[src/rtl/cpt_pkg.sv]
/*
 * constants shared by the pwm channel and its timebases: register offsets,
 * field positions, reset values and mode codes.
 * assumes an apb master with 32-bit data and byte addresses.
 */
// What this block does
// RULE1: period comes from selected timebase period register
// RULE2: period is (period+1)*4*prescale oscillator clocks
// RULE3: count equal period clears count next increment
// RULE4: rollover sets output unless duty is zero
// RULE5: rollover copies duty into shadow byte, latch
// RULE6: duty is byte plus control bits 5:4
// RULE7: duty writes anytime, effective after next rollover
// RULE8: shadow byte read-only while in pwm mode
// RULE9: duty double-buffered in shadow plus 2-bit latch
// RULE10: extended count matching duty clears output
// RULE11: duty beyond period keeps output high
// RULE12: timer3 select bits choose timer2 or timer4
// RULE13: software sets up in the recommended order
// RULE14: prescaler divides by 1, 4 or 16
// RULE15: software clears direction bit for output drive
// RULE16: zero channel control forces output low
package cpt_pkg;
    // ****************************************************************
    // widths
    // ****************************************************************
    localparam int REG_W = 8;
    localparam int ADDR_W = 12;
    localparam int DUTY_W = REG_W + 2;
    localparam int PRE_W = 4;

    // ****************************************************************
    // register byte offsets
    // ****************************************************************
    localparam logic [ADDR_W-1:0] OFS_T2_COUNT = 12'h000;
    localparam logic [ADDR_W-1:0] OFS_T2_PERIOD = 12'h004;
    localparam logic [ADDR_W-1:0] OFS_T2_CTRL = 12'h008;
    localparam logic [ADDR_W-1:0] OFS_T3_CTRL = 12'h00c;
    localparam logic [ADDR_W-1:0] OFS_T4_COUNT = 12'h010;
    localparam logic [ADDR_W-1:0] OFS_T4_PERIOD = 12'h014;
    localparam logic [ADDR_W-1:0] OFS_T4_CTRL = 12'h018;
    localparam logic [ADDR_W-1:0] OFS_DUTY = 12'h01c;
    localparam logic [ADDR_W-1:0] OFS_SHADOW = 12'h020;
    localparam logic [ADDR_W-1:0] OFS_CH_CTRL = 12'h024;
    localparam logic [ADDR_W-1:0] OFS_PORT_DIR = 12'h028;

    // ****************************************************************
    // reset values
    // ****************************************************************
    localparam logic [REG_W-1:0] RST_COUNT = 8'h00;
    localparam logic [REG_W-1:0] RST_PERIOD = 8'hff;
    localparam logic [REG_W-1:0] RST_CTRL = 8'h00;
    localparam logic [REG_W-1:0] RST_DUTY = 8'h00;
    localparam logic RST_PORT_DIR = 1'b1;

    // ****************************************************************
    // field positions and masks
    // ****************************************************************
    localparam logic [REG_W-1:0] TCTRL_MASK = 8'h7f;   // timer2 and timer4 control bit 7 unimplemented
    localparam int TCTRL_RUN = 2;
    localparam int T3_SEL_HI = 6;
    localparam int T3_SEL_LO = 3;
    localparam logic [REG_W-1:0] CCTRL_MASK = 8'h3f;   // channel control bits 7:6 unimplemented
    localparam int CCTRL_DLO_HI = 5;
    localparam int CCTRL_DLO_LO = 4;
    localparam int CCTRL_MODE_HI = 3;
    localparam int CCTRL_MODE_PWM_LO = 2;
    localparam logic [1:0] MODE_PWM = 2'h3;

    // ****************************************************************
    // prescale and quarter-cycle codes
    // ****************************************************************
    localparam logic [1:0] PS_DIV1 = 2'h0;
    localparam logic [1:0] PS_DIV4 = 2'h1;
    localparam logic [PRE_W-1:0] PRE_LIM1 = 4'h0;
    localparam logic [PRE_W-1:0] PRE_LIM4 = 4'h3;
    localparam logic [PRE_W-1:0] PRE_LIM16 = 4'hf;
    localparam logic [1:0] Q_LAST = 2'h3;              // oscillator clocks per instruction cycle minus one
    localparam logic [1:0] T3_SEL_T2 = 2'h0;
endpackage

[src/rtl/cpt_tb_if.sv]
/*
 * timebase carrier between the controller, the timers and the pwm stage.
 * assumes one clock domain for all parties.
 */
`timescale 1ns/1ps
interface cpt_tb_if #(parameter int W = 8);
    logic [W-1:0] period;   // period register
    logic run;              // timer enabled
    logic [1:0] prescale;   // prescale select
    logic wr_count;         // software count write
    logic [W-1:0] wdata;    // count write data
    logic [W-1:0] count;    // timer count
    logic [1:0] low2;       // two extension bits of count
    logic step;             // extended count advances
    logic rollover;         // count cleared at period match
    modport timer(input period, run, prescale, wr_count, wdata, output count, low2, step, rollover);
    modport ctrl(output period, run, prescale, wr_count, wdata, input count, low2, step, rollover);
    modport pwm(input count, low2, step, rollover);
endinterface

[src/rtl/cpt_timebase.sv]
/*
 * 8-bit timebase with 1/4/16 prescaler and quarter-cycle phase.
 * assumes the controller drives period, run, prescale and count writes.
 */
`timescale 1ns/1ps
module cpt_timebase #(
    parameter int W = 8
) (
    input wire logic clk_i,      // system clock
    input wire logic rst_n_i,    // sync reset, low
    cpt_tb_if.timer tb           // timebase carrier
);
    import cpt_pkg::*;

    logic [1:0] q_phase_q;
    logic [PRE_W-1:0] pre_q;
    logic [W-1:0] cnt_q;
    logic [PRE_W-1:0] pre_lim;
    logic inc_cyc;
    logic tick;

    // ****************************************************************
    // prescaler
    // ****************************************************************
    // prescale limit per select code
    always_comb begin
        case (tb.prescale)
            PS_DIV1: pre_lim = PRE_LIM1;
            PS_DIV4: pre_lim = PRE_LIM4;
            default: pre_lim = PRE_LIM16;
        endcase
    end

    assign inc_cyc = (q_phase_q == Q_LAST);
    assign tick = tb.run && inc_cyc && (pre_q == pre_lim); // RULE14

    // free-running quarter-cycle phase
    always_ff @(posedge clk_i) begin
        if (!rst_n_i) begin
            q_phase_q <= 2'h0;
        end else begin
            q_phase_q <= q_phase_q + 2'h1;
        end
    end

    // instruction-cycle prescaler, held clear while stopped
    always_ff @(posedge clk_i) begin
        if (!rst_n_i || !tb.run) begin
            pre_q <= '0;
        end else if (inc_cyc) begin
            pre_q <= (pre_q == pre_lim) ? '0 : pre_q + 4'h1; // RULE14
        end
    end

    // ****************************************************************
    // counter
    // ****************************************************************
    // count wraps to zero on the increment after a period match
    always_ff @(posedge clk_i) begin
        if (!rst_n_i) begin
            cnt_q <= RST_COUNT;
        end else if (tb.wr_count) begin
            cnt_q <= tb.wdata;
        end else if (tick) begin
            cnt_q <= (cnt_q == tb.period) ? '0 : cnt_q + 8'h01; // RULE3
        end
    end

    // extension bits and advance strobe of the 10-bit count
    always_comb begin
        case (tb.prescale)
            PS_DIV1: begin
                tb.low2 = q_phase_q; // RULE10
                tb.step = tb.run;
            end
            PS_DIV4: begin
                tb.low2 = pre_q[1:0];
                tb.step = tb.run && inc_cyc;
            end
            default: begin
                tb.low2 = pre_q[3:2];
                tb.step = tb.run && inc_cyc && (pre_q[1:0] == PRE_LIM4[1:0]);
            end
        endcase
    end

    assign tb.count = cnt_q;
    assign tb.rollover = tick && (cnt_q == tb.period) && !tb.wr_count; // RULE2 RULE3
endmodule

[src/rtl/cpt_pwm_stage.sv]
/*
 * double-buffered duty and pwm output latch.
 * assumes a selected timebase on the carrier and mode decode from the controller.
 */
`timescale 1ns/1ps
module cpt_pwm_stage (
    input wire logic clk_i,                         // system clock
    input wire logic rst_n_i,                       // sync reset, low
    cpt_tb_if.pwm tb,                               // selected timebase
    input wire logic pwm_en_i,                      // pwm mode active
    input wire logic [cpt_pkg::REG_W-1:0] duty_i,   // writable duty byte
    input wire logic [1:0] duty_low_i,              // two low duty bits
    input wire logic shadow_wr_i,                   // shadow write outside pwm
    input wire logic [cpt_pkg::REG_W-1:0] shadow_wdata_i, // shadow write data
    output logic [cpt_pkg::REG_W-1:0] shadow_o,     // shadow duty byte
    output logic out_o                              // pwm output latch
);
    import cpt_pkg::*;

    logic [REG_W-1:0] shadow_q;
    logic [1:0] latch_q;
    logic out_q;
    logic [DUTY_W-1:0] next_duty;
    logic [DUTY_W-1:0] ext_next;

    assign next_duty = {duty_i, duty_low_i}; // RULE6
    assign ext_next = {tb.count, tb.low2} + 10'h001;

    // ****************************************************************
    // duty buffer
    // ****************************************************************
    // duty loaded only at rollover; shadow writable only outside pwm
    always_ff @(posedge clk_i) begin
        if (!rst_n_i) begin
            shadow_q <= RST_DUTY;
            latch_q <= 2'h0;
        end else if (pwm_en_i && tb.rollover) begin
            shadow_q <= duty_i; // RULE5 RULE7 RULE9
            latch_q <= duty_low_i; // RULE5 RULE9
        end else if (shadow_wr_i && !pwm_en_i) begin
            shadow_q <= shadow_wdata_i; // RULE8
        end
    end

    // ****************************************************************
    // output latch
    // ****************************************************************
    // set at rollover, cleared when extended count reaches duty
    always_ff @(posedge clk_i) begin
        if (!rst_n_i || !pwm_en_i) begin
            out_q <= 1'b0; // RULE16
        end else if (tb.rollover) begin
            out_q <= (next_duty != '0); // RULE4
        end else if (tb.step && (ext_next == {shadow_q, latch_q})) begin
            out_q <= 1'b0; // RULE10 RULE11
        end
    end

    assign shadow_o = shadow_q;
    assign out_o = out_q;
endmodule

[src/rtl/cpt_pwm_channel.sv]
/*
 * pwm channel top: apb register file, two timebases, timebase select
 * and the pwm output stage.
 * assumes an apb master on the system clock and an external pin pad
 * that combines PWM_O with PWM_OE_N_O.
 */
// Chosen here: the placing of the registers and the APB register port.
`timescale 1ns/1ps
module cpt_pwm_channel (
    input wire logic CLK_SYS_I, // 200 mhz system clock
    input wire logic RST_N_I, // sync reset, low
    input wire logic PSEL_I, // apb select
    input wire logic PENABLE_I, // apb enable
    input wire logic PWRITE_I, // apb direction
    input wire logic [cpt_pkg::ADDR_W-1:0] PADDR_I, // apb byte address
    input wire logic [31:0] PWDATA_I, // apb write data
    input wire logic [3:0] PSTRB_I, // apb byte strobes
    output logic [31:0] PRDATA_O, // apb read data
    output logic PREADY_O, // apb ready
    output logic PSLVERR_O, // apb error
    output logic PWM_O, // pwm output pin value
    output logic PWM_OE_N_O // pin output enable, low drives
);
    import cpt_pkg::*;

    // ****************************************************************
    // declarations
    // ****************************************************************
    cpt_tb_if #(.W(REG_W)) tb2_if();
    cpt_tb_if #(.W(REG_W)) tb4_if();
    cpt_tb_if #(.W(REG_W)) sel_if();

    logic [REG_W-1:0] t2_period_q;
    logic [REG_W-1:0] t2_ctrl_q;
    logic [REG_W-1:0] t3_ctrl_q;
    logic [REG_W-1:0] t4_period_q;
    logic [REG_W-1:0] t4_ctrl_q;
    logic [REG_W-1:0] duty_q;
    logic [REG_W-1:0] ch_ctrl_q;
    logic port_dir_q;
    logic [31:0] prdata_q;
    logic [REG_W-1:0] shadow;
    logic pwm_out;
    logic setup;
    logic wr_en;
    logic mapped;
    logic [REG_W-1:0] wbyte;
    logic [REG_W-1:0] rd_byte;
    logic use_t4;
    logic pwm_en;

    // ****************************************************************
    // apb decode
    // ****************************************************************
    // setup phase samples read data; access phase completes at once
    assign setup = PSEL_I && !PENABLE_I;
    assign wr_en = PSEL_I && PENABLE_I && PWRITE_I && mapped && PSTRB_I[0];
    assign wbyte = PWDATA_I[REG_W-1:0];

    // address map and read mux
    always_comb begin
        mapped = 1'b1;
        case (PADDR_I)
            OFS_T2_COUNT: rd_byte = tb2_if.count;
            OFS_T2_PERIOD: rd_byte = t2_period_q;
            OFS_T2_CTRL: rd_byte = t2_ctrl_q;
            OFS_T3_CTRL: rd_byte = t3_ctrl_q;
            OFS_T4_COUNT: rd_byte = tb4_if.count;
            OFS_T4_PERIOD: rd_byte = t4_period_q;
            OFS_T4_CTRL: rd_byte = t4_ctrl_q;
            OFS_DUTY: rd_byte = duty_q;
            OFS_SHADOW: rd_byte = shadow;
            OFS_CH_CTRL: rd_byte = ch_ctrl_q;
            OFS_PORT_DIR: rd_byte = {{(REG_W-1){1'b0}}, port_dir_q};
            default: begin
                rd_byte = '0;
                mapped = 1'b0;
            end
        endcase
    end

    // read data captured in setup, held through access
    always_ff @(posedge CLK_SYS_I) begin
        if (!RST_N_I) begin
            prdata_q <= 32'h0000_0000;
        end else if (setup && !PWRITE_I) begin
            prdata_q <= {{(32-REG_W){1'b0}}, rd_byte};
        end
    end

    assign PRDATA_O = prdata_q;
    assign PREADY_O = 1'b1;
    assign PSLVERR_O = PSEL_I && PENABLE_I && !mapped;

    // ****************************************************************
    // timer2 registers
    // ****************************************************************
    // period and control of timer2
    always_ff @(posedge CLK_SYS_I) begin
        if (!RST_N_I) begin
            t2_period_q <= RST_PERIOD;
            t2_ctrl_q <= RST_CTRL;
        end else if (wr_en) begin
            if (PADDR_I == OFS_T2_PERIOD) begin
                t2_period_q <= wbyte; // RULE1
            end
            if (PADDR_I == OFS_T2_CTRL) begin
                t2_ctrl_q <= wbyte & TCTRL_MASK;
            end
        end
    end

    // ****************************************************************
    // timer3 control
    // ****************************************************************
    // only the timebase select bits act here
    always_ff @(posedge CLK_SYS_I) begin
        if (!RST_N_I) begin
            t3_ctrl_q <= RST_CTRL;
        end else if (wr_en && PADDR_I == OFS_T3_CTRL) begin
            t3_ctrl_q <= wbyte;
        end
    end

    // ****************************************************************
    // timer4 registers
    // ****************************************************************
    // period and control of timer4
    always_ff @(posedge CLK_SYS_I) begin
        if (!RST_N_I) begin
            t4_period_q <= RST_PERIOD;
            t4_ctrl_q <= RST_CTRL;
        end else if (wr_en) begin
            if (PADDR_I == OFS_T4_PERIOD) begin
                t4_period_q <= wbyte; // RULE1
            end
            if (PADDR_I == OFS_T4_CTRL) begin
                t4_ctrl_q <= wbyte & TCTRL_MASK;
            end
        end
    end

    // ****************************************************************
    // channel registers
    // ****************************************************************
    // duty byte and channel control, writable at any time
    always_ff @(posedge CLK_SYS_I) begin
        if (!RST_N_I) begin
            duty_q <= RST_DUTY;
            ch_ctrl_q <= RST_CTRL;
        end else if (wr_en) begin
            if (PADDR_I == OFS_DUTY) begin
                duty_q <= wbyte; // RULE7
            end
            if (PADDR_I == OFS_CH_CTRL) begin
                ch_ctrl_q <= wbyte & CCTRL_MASK; // RULE7
            end
        end
    end

    // pin direction bit, reset to input
    always_ff @(posedge CLK_SYS_I) begin
        if (!RST_N_I) begin
            port_dir_q <= RST_PORT_DIR;
        end else if (wr_en && PADDR_I == OFS_PORT_DIR) begin
            port_dir_q <= wbyte[0];
        end
    end

    // ****************************************************************
    // timebases
    // ****************************************************************
    // controller side of timer2
    assign tb2_if.period = t2_period_q;
    assign tb2_if.run = t2_ctrl_q[TCTRL_RUN];
    assign tb2_if.prescale = t2_ctrl_q[1:0];
    assign tb2_if.wr_count = wr_en && (PADDR_I == OFS_T2_COUNT);
    assign tb2_if.wdata = wbyte;

    // controller side of timer4
    assign tb4_if.period = t4_period_q;
    assign tb4_if.run = t4_ctrl_q[TCTRL_RUN];
    assign tb4_if.prescale = t4_ctrl_q[1:0];
    assign tb4_if.wr_count = wr_en && (PADDR_I == OFS_T4_COUNT);
    assign tb4_if.wdata = wbyte;

    cpt_timebase #(.W(REG_W)) u_timer2 (
        .clk_i(CLK_SYS_I),
        .rst_n_i(RST_N_I),
        .tb(tb2_if.timer)
    );

    cpt_timebase #(.W(REG_W)) u_timer4 (
        .clk_i(CLK_SYS_I),
        .rst_n_i(RST_N_I),
        .tb(tb4_if.timer)
    );

    // ****************************************************************
    // timebase select
    // ****************************************************************
    // select code zero picks timer2, any other code timer4
    assign use_t4 = ({t3_ctrl_q[T3_SEL_HI], t3_ctrl_q[T3_SEL_LO]} != T3_SEL_T2); // RULE12
    assign sel_if.count = use_t4 ? tb4_if.count : tb2_if.count; // RULE12
    assign sel_if.low2 = use_t4 ? tb4_if.low2 : tb2_if.low2;
    assign sel_if.step = use_t4 ? tb4_if.step : tb2_if.step;
    assign sel_if.rollover = use_t4 ? tb4_if.rollover : tb2_if.rollover; // RULE1

    // unused controller fields of the selected carrier
    assign sel_if.period = '0;
    assign sel_if.run = 1'b0;
    assign sel_if.prescale = 2'h0;
    assign sel_if.wr_count = 1'b0;
    assign sel_if.wdata = '0;

    // ****************************************************************
    // pwm stage
    // ****************************************************************
    // pwm mode is mode bits 3:2 both set; zero control clears the latch
    assign pwm_en = (ch_ctrl_q[CCTRL_MODE_HI:CCTRL_MODE_PWM_LO] == MODE_PWM); // RULE16

    cpt_pwm_stage u_pwm (
        .clk_i(CLK_SYS_I),
        .rst_n_i(RST_N_I),
        .tb(sel_if.pwm),
        .pwm_en_i(pwm_en),
        .duty_i(duty_q),
        .duty_low_i(ch_ctrl_q[CCTRL_DLO_HI:CCTRL_DLO_LO]),
        .shadow_wr_i(wr_en && (PADDR_I == OFS_SHADOW)),
        .shadow_wdata_i(wbyte),
        .shadow_o(shadow),
        .out_o(pwm_out)
    );

    // pin value and enable; direction bit low drives the pin
    assign PWM_O = pwm_out;
    assign PWM_OE_N_O = port_dir_q; // RULE15
endmodule

[config.mk]
export PLATFORM = sky130hd
export DESIGN_NAME = cpt_pwm_channel
export DESIGN_NICKNAME = d
export VERILOG_FILES = /design/src/rtl/cpt_pkg.sv /design/src/rtl/cpt_tb_if.sv /design/src/rtl/cpt_timebase.sv /design/src/rtl/cpt_pwm_stage.sv /design/src/rtl/cpt_pwm_channel.sv
export SDC_FILE = /design/constraint.sdc
export NUM_CORES = 1
export LEC_CHECK = 0
export BUFFER_PORTS_ARGS = -buffer_cell sky130_fd_sc_hd__buf_4
export CELL_PAD_IN_SITES_DETAIL_PLACEMENT = 0
export CELL_PAD_IN_SITES_GLOBAL_PLACEMENT = 1
export CORE_MARGIN = 5
export CORE_UTILIZATION = 25
export DETAILED_ROUTE_END_ITERATION = 16
export GPL_ROUTABILITY_DRIVEN = 1
export GPL_TIMING_DRIVEN = 1
export PLACE_DENSITY_LB_ADDON = 0.25
export SYNTH_ARGS = -nofsm -noshare
export SYNTH_HDL_FRONTEND = slang
export SYNTH_SLANG_ARGS = --single-unit
export TNS_END_PERCENT = 20
[constraint.sdc]
create_clock -name CLK_SYS_I -period 6.5 [get_ports CLK_SYS_I]
set_input_delay 1.3 -clock CLK_SYS_I [delete_from_list [all_inputs] [get_ports CLK_SYS_I]]
set_output_delay 1.3 -clock CLK_SYS_I [all_outputs]
set_load 0.03 [all_outputs]
==> impl_metrics.tcl <==
set metrics [dict create \
    run_status "finished, final reports clean" \
    cp_data_arrival_time_ns 4.24 \
    timing.hold.ws_ns 0.456 \
    yosys_register_bits 100 \
    detailroute.via_count 5308 \
    drv.max_cap_violation_count 0 \
    drtPass1Iterations 4 \
    crit-reg2reg-capture "u_pwm.out_o" \
    period_minus_slack_ns 4.02 \
    pwr-share-clk 0.432 \
    muxShareOfSynthArea 0.117 \
    drive_above_1_share 0.113 \
    synth_edf_count 0 \
    min-delay-path-class "register to register" \
    final.setup_skew_ns 0.00907 \
    design_power_total_uw 1340 \
    holdPathEnd "u_timer4.q_phase_q[0]" \
    max_slew_margin 0.286 \
    grt_setup_unrepaired "false" \
    die_span_in_y_um 164 \
    overflow 0 \
    site_row_count 56 \
    number_of_diodes 0 \
    replace_congestion 0.881 \
    netlist_instances 707 \
    synth_area_per_cell_um2 8.44 \
    p_switching_uw 373 \
    num-nets-final 760 \
    category_of_the_worst_setup_path_launch_point "input pin" \
    syn_area_um2 5970 \
    cts_tree "built" \
    dieWidth_um 164 \
    numPortBuffers 36 \
    power.leakage_uw 0.00226 \
    ir_drop_uv 120 \
    asyncSetResetFlopFracSynth 0 \
    internal_power_uw 967 \
    hold_path.startpoint "u_timer4.q_phase_q[0]" \
    post-route-drc-count 0 \
    insertion_delay_of_the_later_clocked_pin_in_the_worst_skew_pair_ns 0.36 \
    hold_violations 0 \
    cts_buffer_depth 2 \
    worst-r2r-cell-count 9 \
    syn2layout_area_growth_pct 11.2 \
    wl_per_cell_um 19.9 \
    synth_top_family_by_area "simple AND/OR/NAND/NOR gates" \
    power_per_cell_area_nw_per_um2 202 \
    clock_tree_sinks 100 \
    grt_first_pass_wirelength_mm 30.9 \
    timing.setup.tns_ns 0 \
    placeableCoreArea_um2 23500 \
    yosys_warnings 0 \
    clock.fmax_mhz 249 \
    die-area_um2 27100 \
    report.final.setup_viol 0 \
    ff2ff_setup_slack_ns 3.25 \
    worst_slew_pin_slew_ns 1.07 \
    synth.lib_cells_used.distinct 71 \
    antenna_violations_before_repair 0 \
    critical_path_peak_fanout 19 \
    maximum_level_of_the_cts_h_tree 3 \
    total_half_perimeter_wirelength_after_legalization_and_detailed_placement_mm 14.4 \
    synth_seq_area_share 0.336 \
    initialDrtViolationCount 409 \
    hold_path_depth 1 \
    cts-resized-gates 0 \
    drv_slew 0 \
    synth_simple_gate_area_frac 0.233 \
    post_synthesis_adder_cell_area_fraction 0.0147 \
    cts_post_setup_buffers_inserted 0 \
    cts_buffers 9 \
    synth-compound-area-share 0.170 \
    final_cells 1024 \
    final_period_utilization 0.618 \
    wirelength_mm 20.4 \
    grt_max_degree 73 \
    root_buffer "sky130_fd_sc_hd__clkbuf_16" \
    initial_core_util 0.254 \
    ant_nets 0 \
    worst-endpoint-required_ns 6.73 \
    synthXorXnorAreaFrac 0.0529 \
    grt_pass1_vias 5102 \
    critPathCaptureType "register" \
    critical_path_class "input pin to register" \
    filler_cell_count 2558 \
    seqPwrFrac 0.474 \
    grt_util_all_layers 0.151 \
    post_placement_cell_count 1008 \
    crit-reg2reg-launch "t3_ctrl_q[6]" \
    hold_fix_buffers_cts 0 \
    via_per_inst 5.18 \
    clock_pin_slew_of_the_registers_on_the_worst_case_setup_and_hold_paths_ns 0.08 \
    io_pins 89 \
    power.share.combinational 0.094 \
    sw_frac_of_total 0.278 \
    synth_top_flop_cell "sky130_fd_sc_hd__dfxtp_1" \
]
[through the flow]
| stage | worst slack, ns | utilization | cell area (µm²) |
|---|---|---|---|
| 6_report | 2.48 | 0.283 | 6640 |
| 5_1_grt | 2.26 | 0.283 | 6640 |
| 4_1_cts | 2.54 | 0.283 | 6640 |
| 3_5_place_dp | 2.17 | 0.269 | 6320 |
| 3_3_place_gp | 2.20 | 0.269 | 6320 |
| 2_1_floorplan | 3.05 | - | 6050 |
[worst max-delay path by stage]
stage / startpoint / to / slack [ns] / depth (start not counted)
6_report: PADDR_I[9] / u_pwm.out_o / 2.48 / 8
4_1_cts: PADDR_I[9] / u_pwm.out_o / 2.54 / 8
5_1_grt: PADDR_I[9] / u_pwm.latch_q[0] / 2.26 / 8
3_5_place_dp: PADDR_I[9] / u_pwm.latch_q[0] / 2.17 / 8
3_3_place_gp: PADDR_I[9] / u_pwm.out_o / 2.20 / 8
2_1_floorplan: PADDR_I[9] / PSLVERR_O / 3.05 / 3
[metal layers]
layer / share of wire / vias to the layer above / routed length, µm / GRT usage
met5: 0 / - / 0 / 0
met4: 0.045 / 0 / 910 / 0.0802
met3: 0.051 / 50 / 1040 / 0.0207
met2: 0.44 / 192 / 9000 / 0.230
met1: 0.46 / 2556 / 9400 / 0.207
li1: - / 2510 / - / -
[layout make-up]
class | count | area (µm²) | area share
Sequential cell | 100 | 2000 | 0.302
Clock buffer | 9 | 225 | 0.0339
Inverter | 7 | 26.3 | 0.00396
Timing Repair Buffer | 39 | 293 | 0.0441
Tap cell | 319 | 399 | 0.0602
Clock inverter | 7 | 85.1 | 0.0128
Multi-Input combinational cell | 543 | 3600 | 0.543
[state kept, by name, summed over array words and instances, names as in the netlist, 4 cells and up]
signal,count
PRDATA_O,8
duty_q,8
t2_period_q,8
t3_ctrl_q,8
t4_period_q,8
u_pwm.shadow_o,8
u_timer2.tb.count,8
u_timer4.tb.count,8
t2_ctrl_q,7
t4_ctrl_q,7
ch_ctrl_q,6
u_timer2.pre_q,4
u_timer4.pre_q,4
[cell usage after synthesis, types with 3 or more instances]
cell / instances / area share
sky130_fd_sc_hd__buf_2: 3 / 0.0025
sky130_fd_sc_hd__buf_1: 7 / 0.0044
sky130_fd_sc_hd__buf_4: 27 / 0.034
sky130_fd_sc_hd__xnor2_1: 27 / 0.040
sky130_fd_sc_hd__nor3_1: 15 / 0.013
sky130_fd_sc_hd__o311ai_0: 3 / 0.0044
sky130_fd_sc_hd__a221oi_1: 6 / 0.0088
sky130_fd_sc_hd__a21oi_1: 21 / 0.018
sky130_fd_sc_hd__a22oi_1: 15 / 0.019
sky130_fd_sc_hd__nor4b_1: 4 / 0.0059
sky130_fd_sc_hd__nor2b_1: 10 / 0.010
sky130_fd_sc_hd__dfxtp_1: 100 / 0.34
sky130_fd_sc_hd__o211a_1: 8 / 0.013
sky130_fd_sc_hd__or4_1: 3 / 0.0038
sky130_fd_sc_hd__and3_1: 10 / 0.010
sky130_fd_sc_hd__nand2_1: 65 / 0.041
sky130_fd_sc_hd__nor2_1: 68 / 0.043
sky130_fd_sc_hd__ha_1: 7 / 0.015
sky130_fd_sc_hd__nor3_4: 4 / 0.011
sky130_fd_sc_hd__o221ai_1: 9 / 0.013
sky130_fd_sc_hd__a222oi_1: 4 / 0.0067
sky130_fd_sc_hd__o21ai_0: 32 / 0.027
sky130_fd_sc_hd__nor4_1: 4 / 0.0042
sky130_fd_sc_hd__xor2_1: 9 / 0.013
sky130_fd_sc_hd__o22ai_1: 3 / 0.0031
sky130_fd_sc_hd__mux2_2: 7 / 0.013
sky130_fd_sc_hd__clkbuf_1: 38 / 0.024
sky130_fd_sc_hd__nand3b_1: 4 / 0.0050
sky130_fd_sc_hd__nand4_1: 18 / 0.019
sky130_fd_sc_hd__a211oi_1: 6 / 0.0075
sky130_fd_sc_hd__and2_1: 4 / 0.0042
sky130_fd_sc_hd__nand3_1: 27 / 0.023
sky130_fd_sc_hd__clkbuf_2: 3 / 0.0025
sky130_fd_sc_hd__a31oi_1: 5 / 0.0052
sky130_fd_sc_hd__nand2b_1: 4 / 0.0042
sky130_fd_sc_hd__o211ai_1: 11 / 0.014
sky130_fd_sc_hd__mux2i_1: 62 / 0.10
sky130_fd_sc_hd__or2_2: 5 / 0.0052
sky130_fd_sc_hd__inv_1: 6 / 0.0038
[power groups by stage]
stage	logic (µW)	clock network, µW	registers [µW]
2_1_floorplan	97.3	0	643
3_3_place_gp	124	0	649
3_5_place_dp	125	0	649
4_1_cts	125	595	635
5_1_grt	136	619	636
6_report	126	580	635
[worst max-delay path: stages]
cell and delay (ns):
sky130_fd_sc_hd__buf_4 0.12, sky130_fd_sc_hd__nor4_4 0.50, sky130_fd_sc_hd__nand4bb_1 0.57, sky130_fd_sc_hd__or2_1 0.64
sky130_fd_sc_hd__and4bb_4 0.33, sky130_fd_sc_hd__o21ai_4 0.47, sky130_fd_sc_hd__a311o_1 0.23, sky130_fd_sc_hd__o21ai_1 0.07
[cells by family (layout without fill, tap and decap cells)]
| family | after synthesis | after routing |
|---|---|---|
| buffers and inverters | 87 | 62 |
| flip-flops | 100 | 100 |
| AO/OA/AOI/OAI | 143 | 143 |
| other | 2 | 25 |
| adder cells (fa/ha/maj) | 7 | 7 |
| multiplexers | 69 | 69 |
| XOR/XNOR | 36 | 36 |
| AND/OR/NAND/NOR | 263 | 263 |
[placed cells by master (no fill, tap or decap), types with 4 or more instances in the layout]
cell type and count:
sky130_fd_sc_hd__o221ai_1 9, sky130_fd_sc_hd__nand3b_1 4, sky130_fd_sc_hd__nor3_1 15, sky130_fd_sc_hd__conb_1 25
sky130_fd_sc_hd__and2_1 4, sky130_fd_sc_hd__dfxtp_1 100, sky130_fd_sc_hd__a22oi_1 15, sky130_fd_sc_hd__nor4_1 4
sky130_fd_sc_hd__xnor2_1 27, sky130_fd_sc_hd__nand3_1 27, sky130_fd_sc_hd__a222oi_1 4, sky130_fd_sc_hd__nand2_1 65
sky130_fd_sc_hd__mux2_2 7, sky130_fd_sc_hd__nor2b_1 10, sky130_fd_sc_hd__nand4_1 18, sky130_fd_sc_hd__nor2_1 68
sky130_fd_sc_hd__o211a_1 8, sky130_fd_sc_hd__a221oi_1 6, sky130_fd_sc_hd__clkbuf_16 9, sky130_fd_sc_hd__nor3_4 4
sky130_fd_sc_hd__nand2b_1 4, sky130_fd_sc_hd__o211ai_1 11, sky130_fd_sc_hd__a21oi_1 21, sky130_fd_sc_hd__nor4b_1 4
sky130_fd_sc_hd__o21ai_0 32, sky130_fd_sc_hd__buf_4 39, sky130_fd_sc_hd__a211oi_1 6, sky130_fd_sc_hd__inv_1 6
sky130_fd_sc_hd__xor2_1 9, sky130_fd_sc_hd__mux2i_1 62, sky130_fd_sc_hd__and3_1 10, sky130_fd_sc_hd__or2_2 5
sky130_fd_sc_hd__ha_1 7, sky130_fd_sc_hd__a31oi_1 5
No activity file was read; power rests on OpenSTA's default activity.
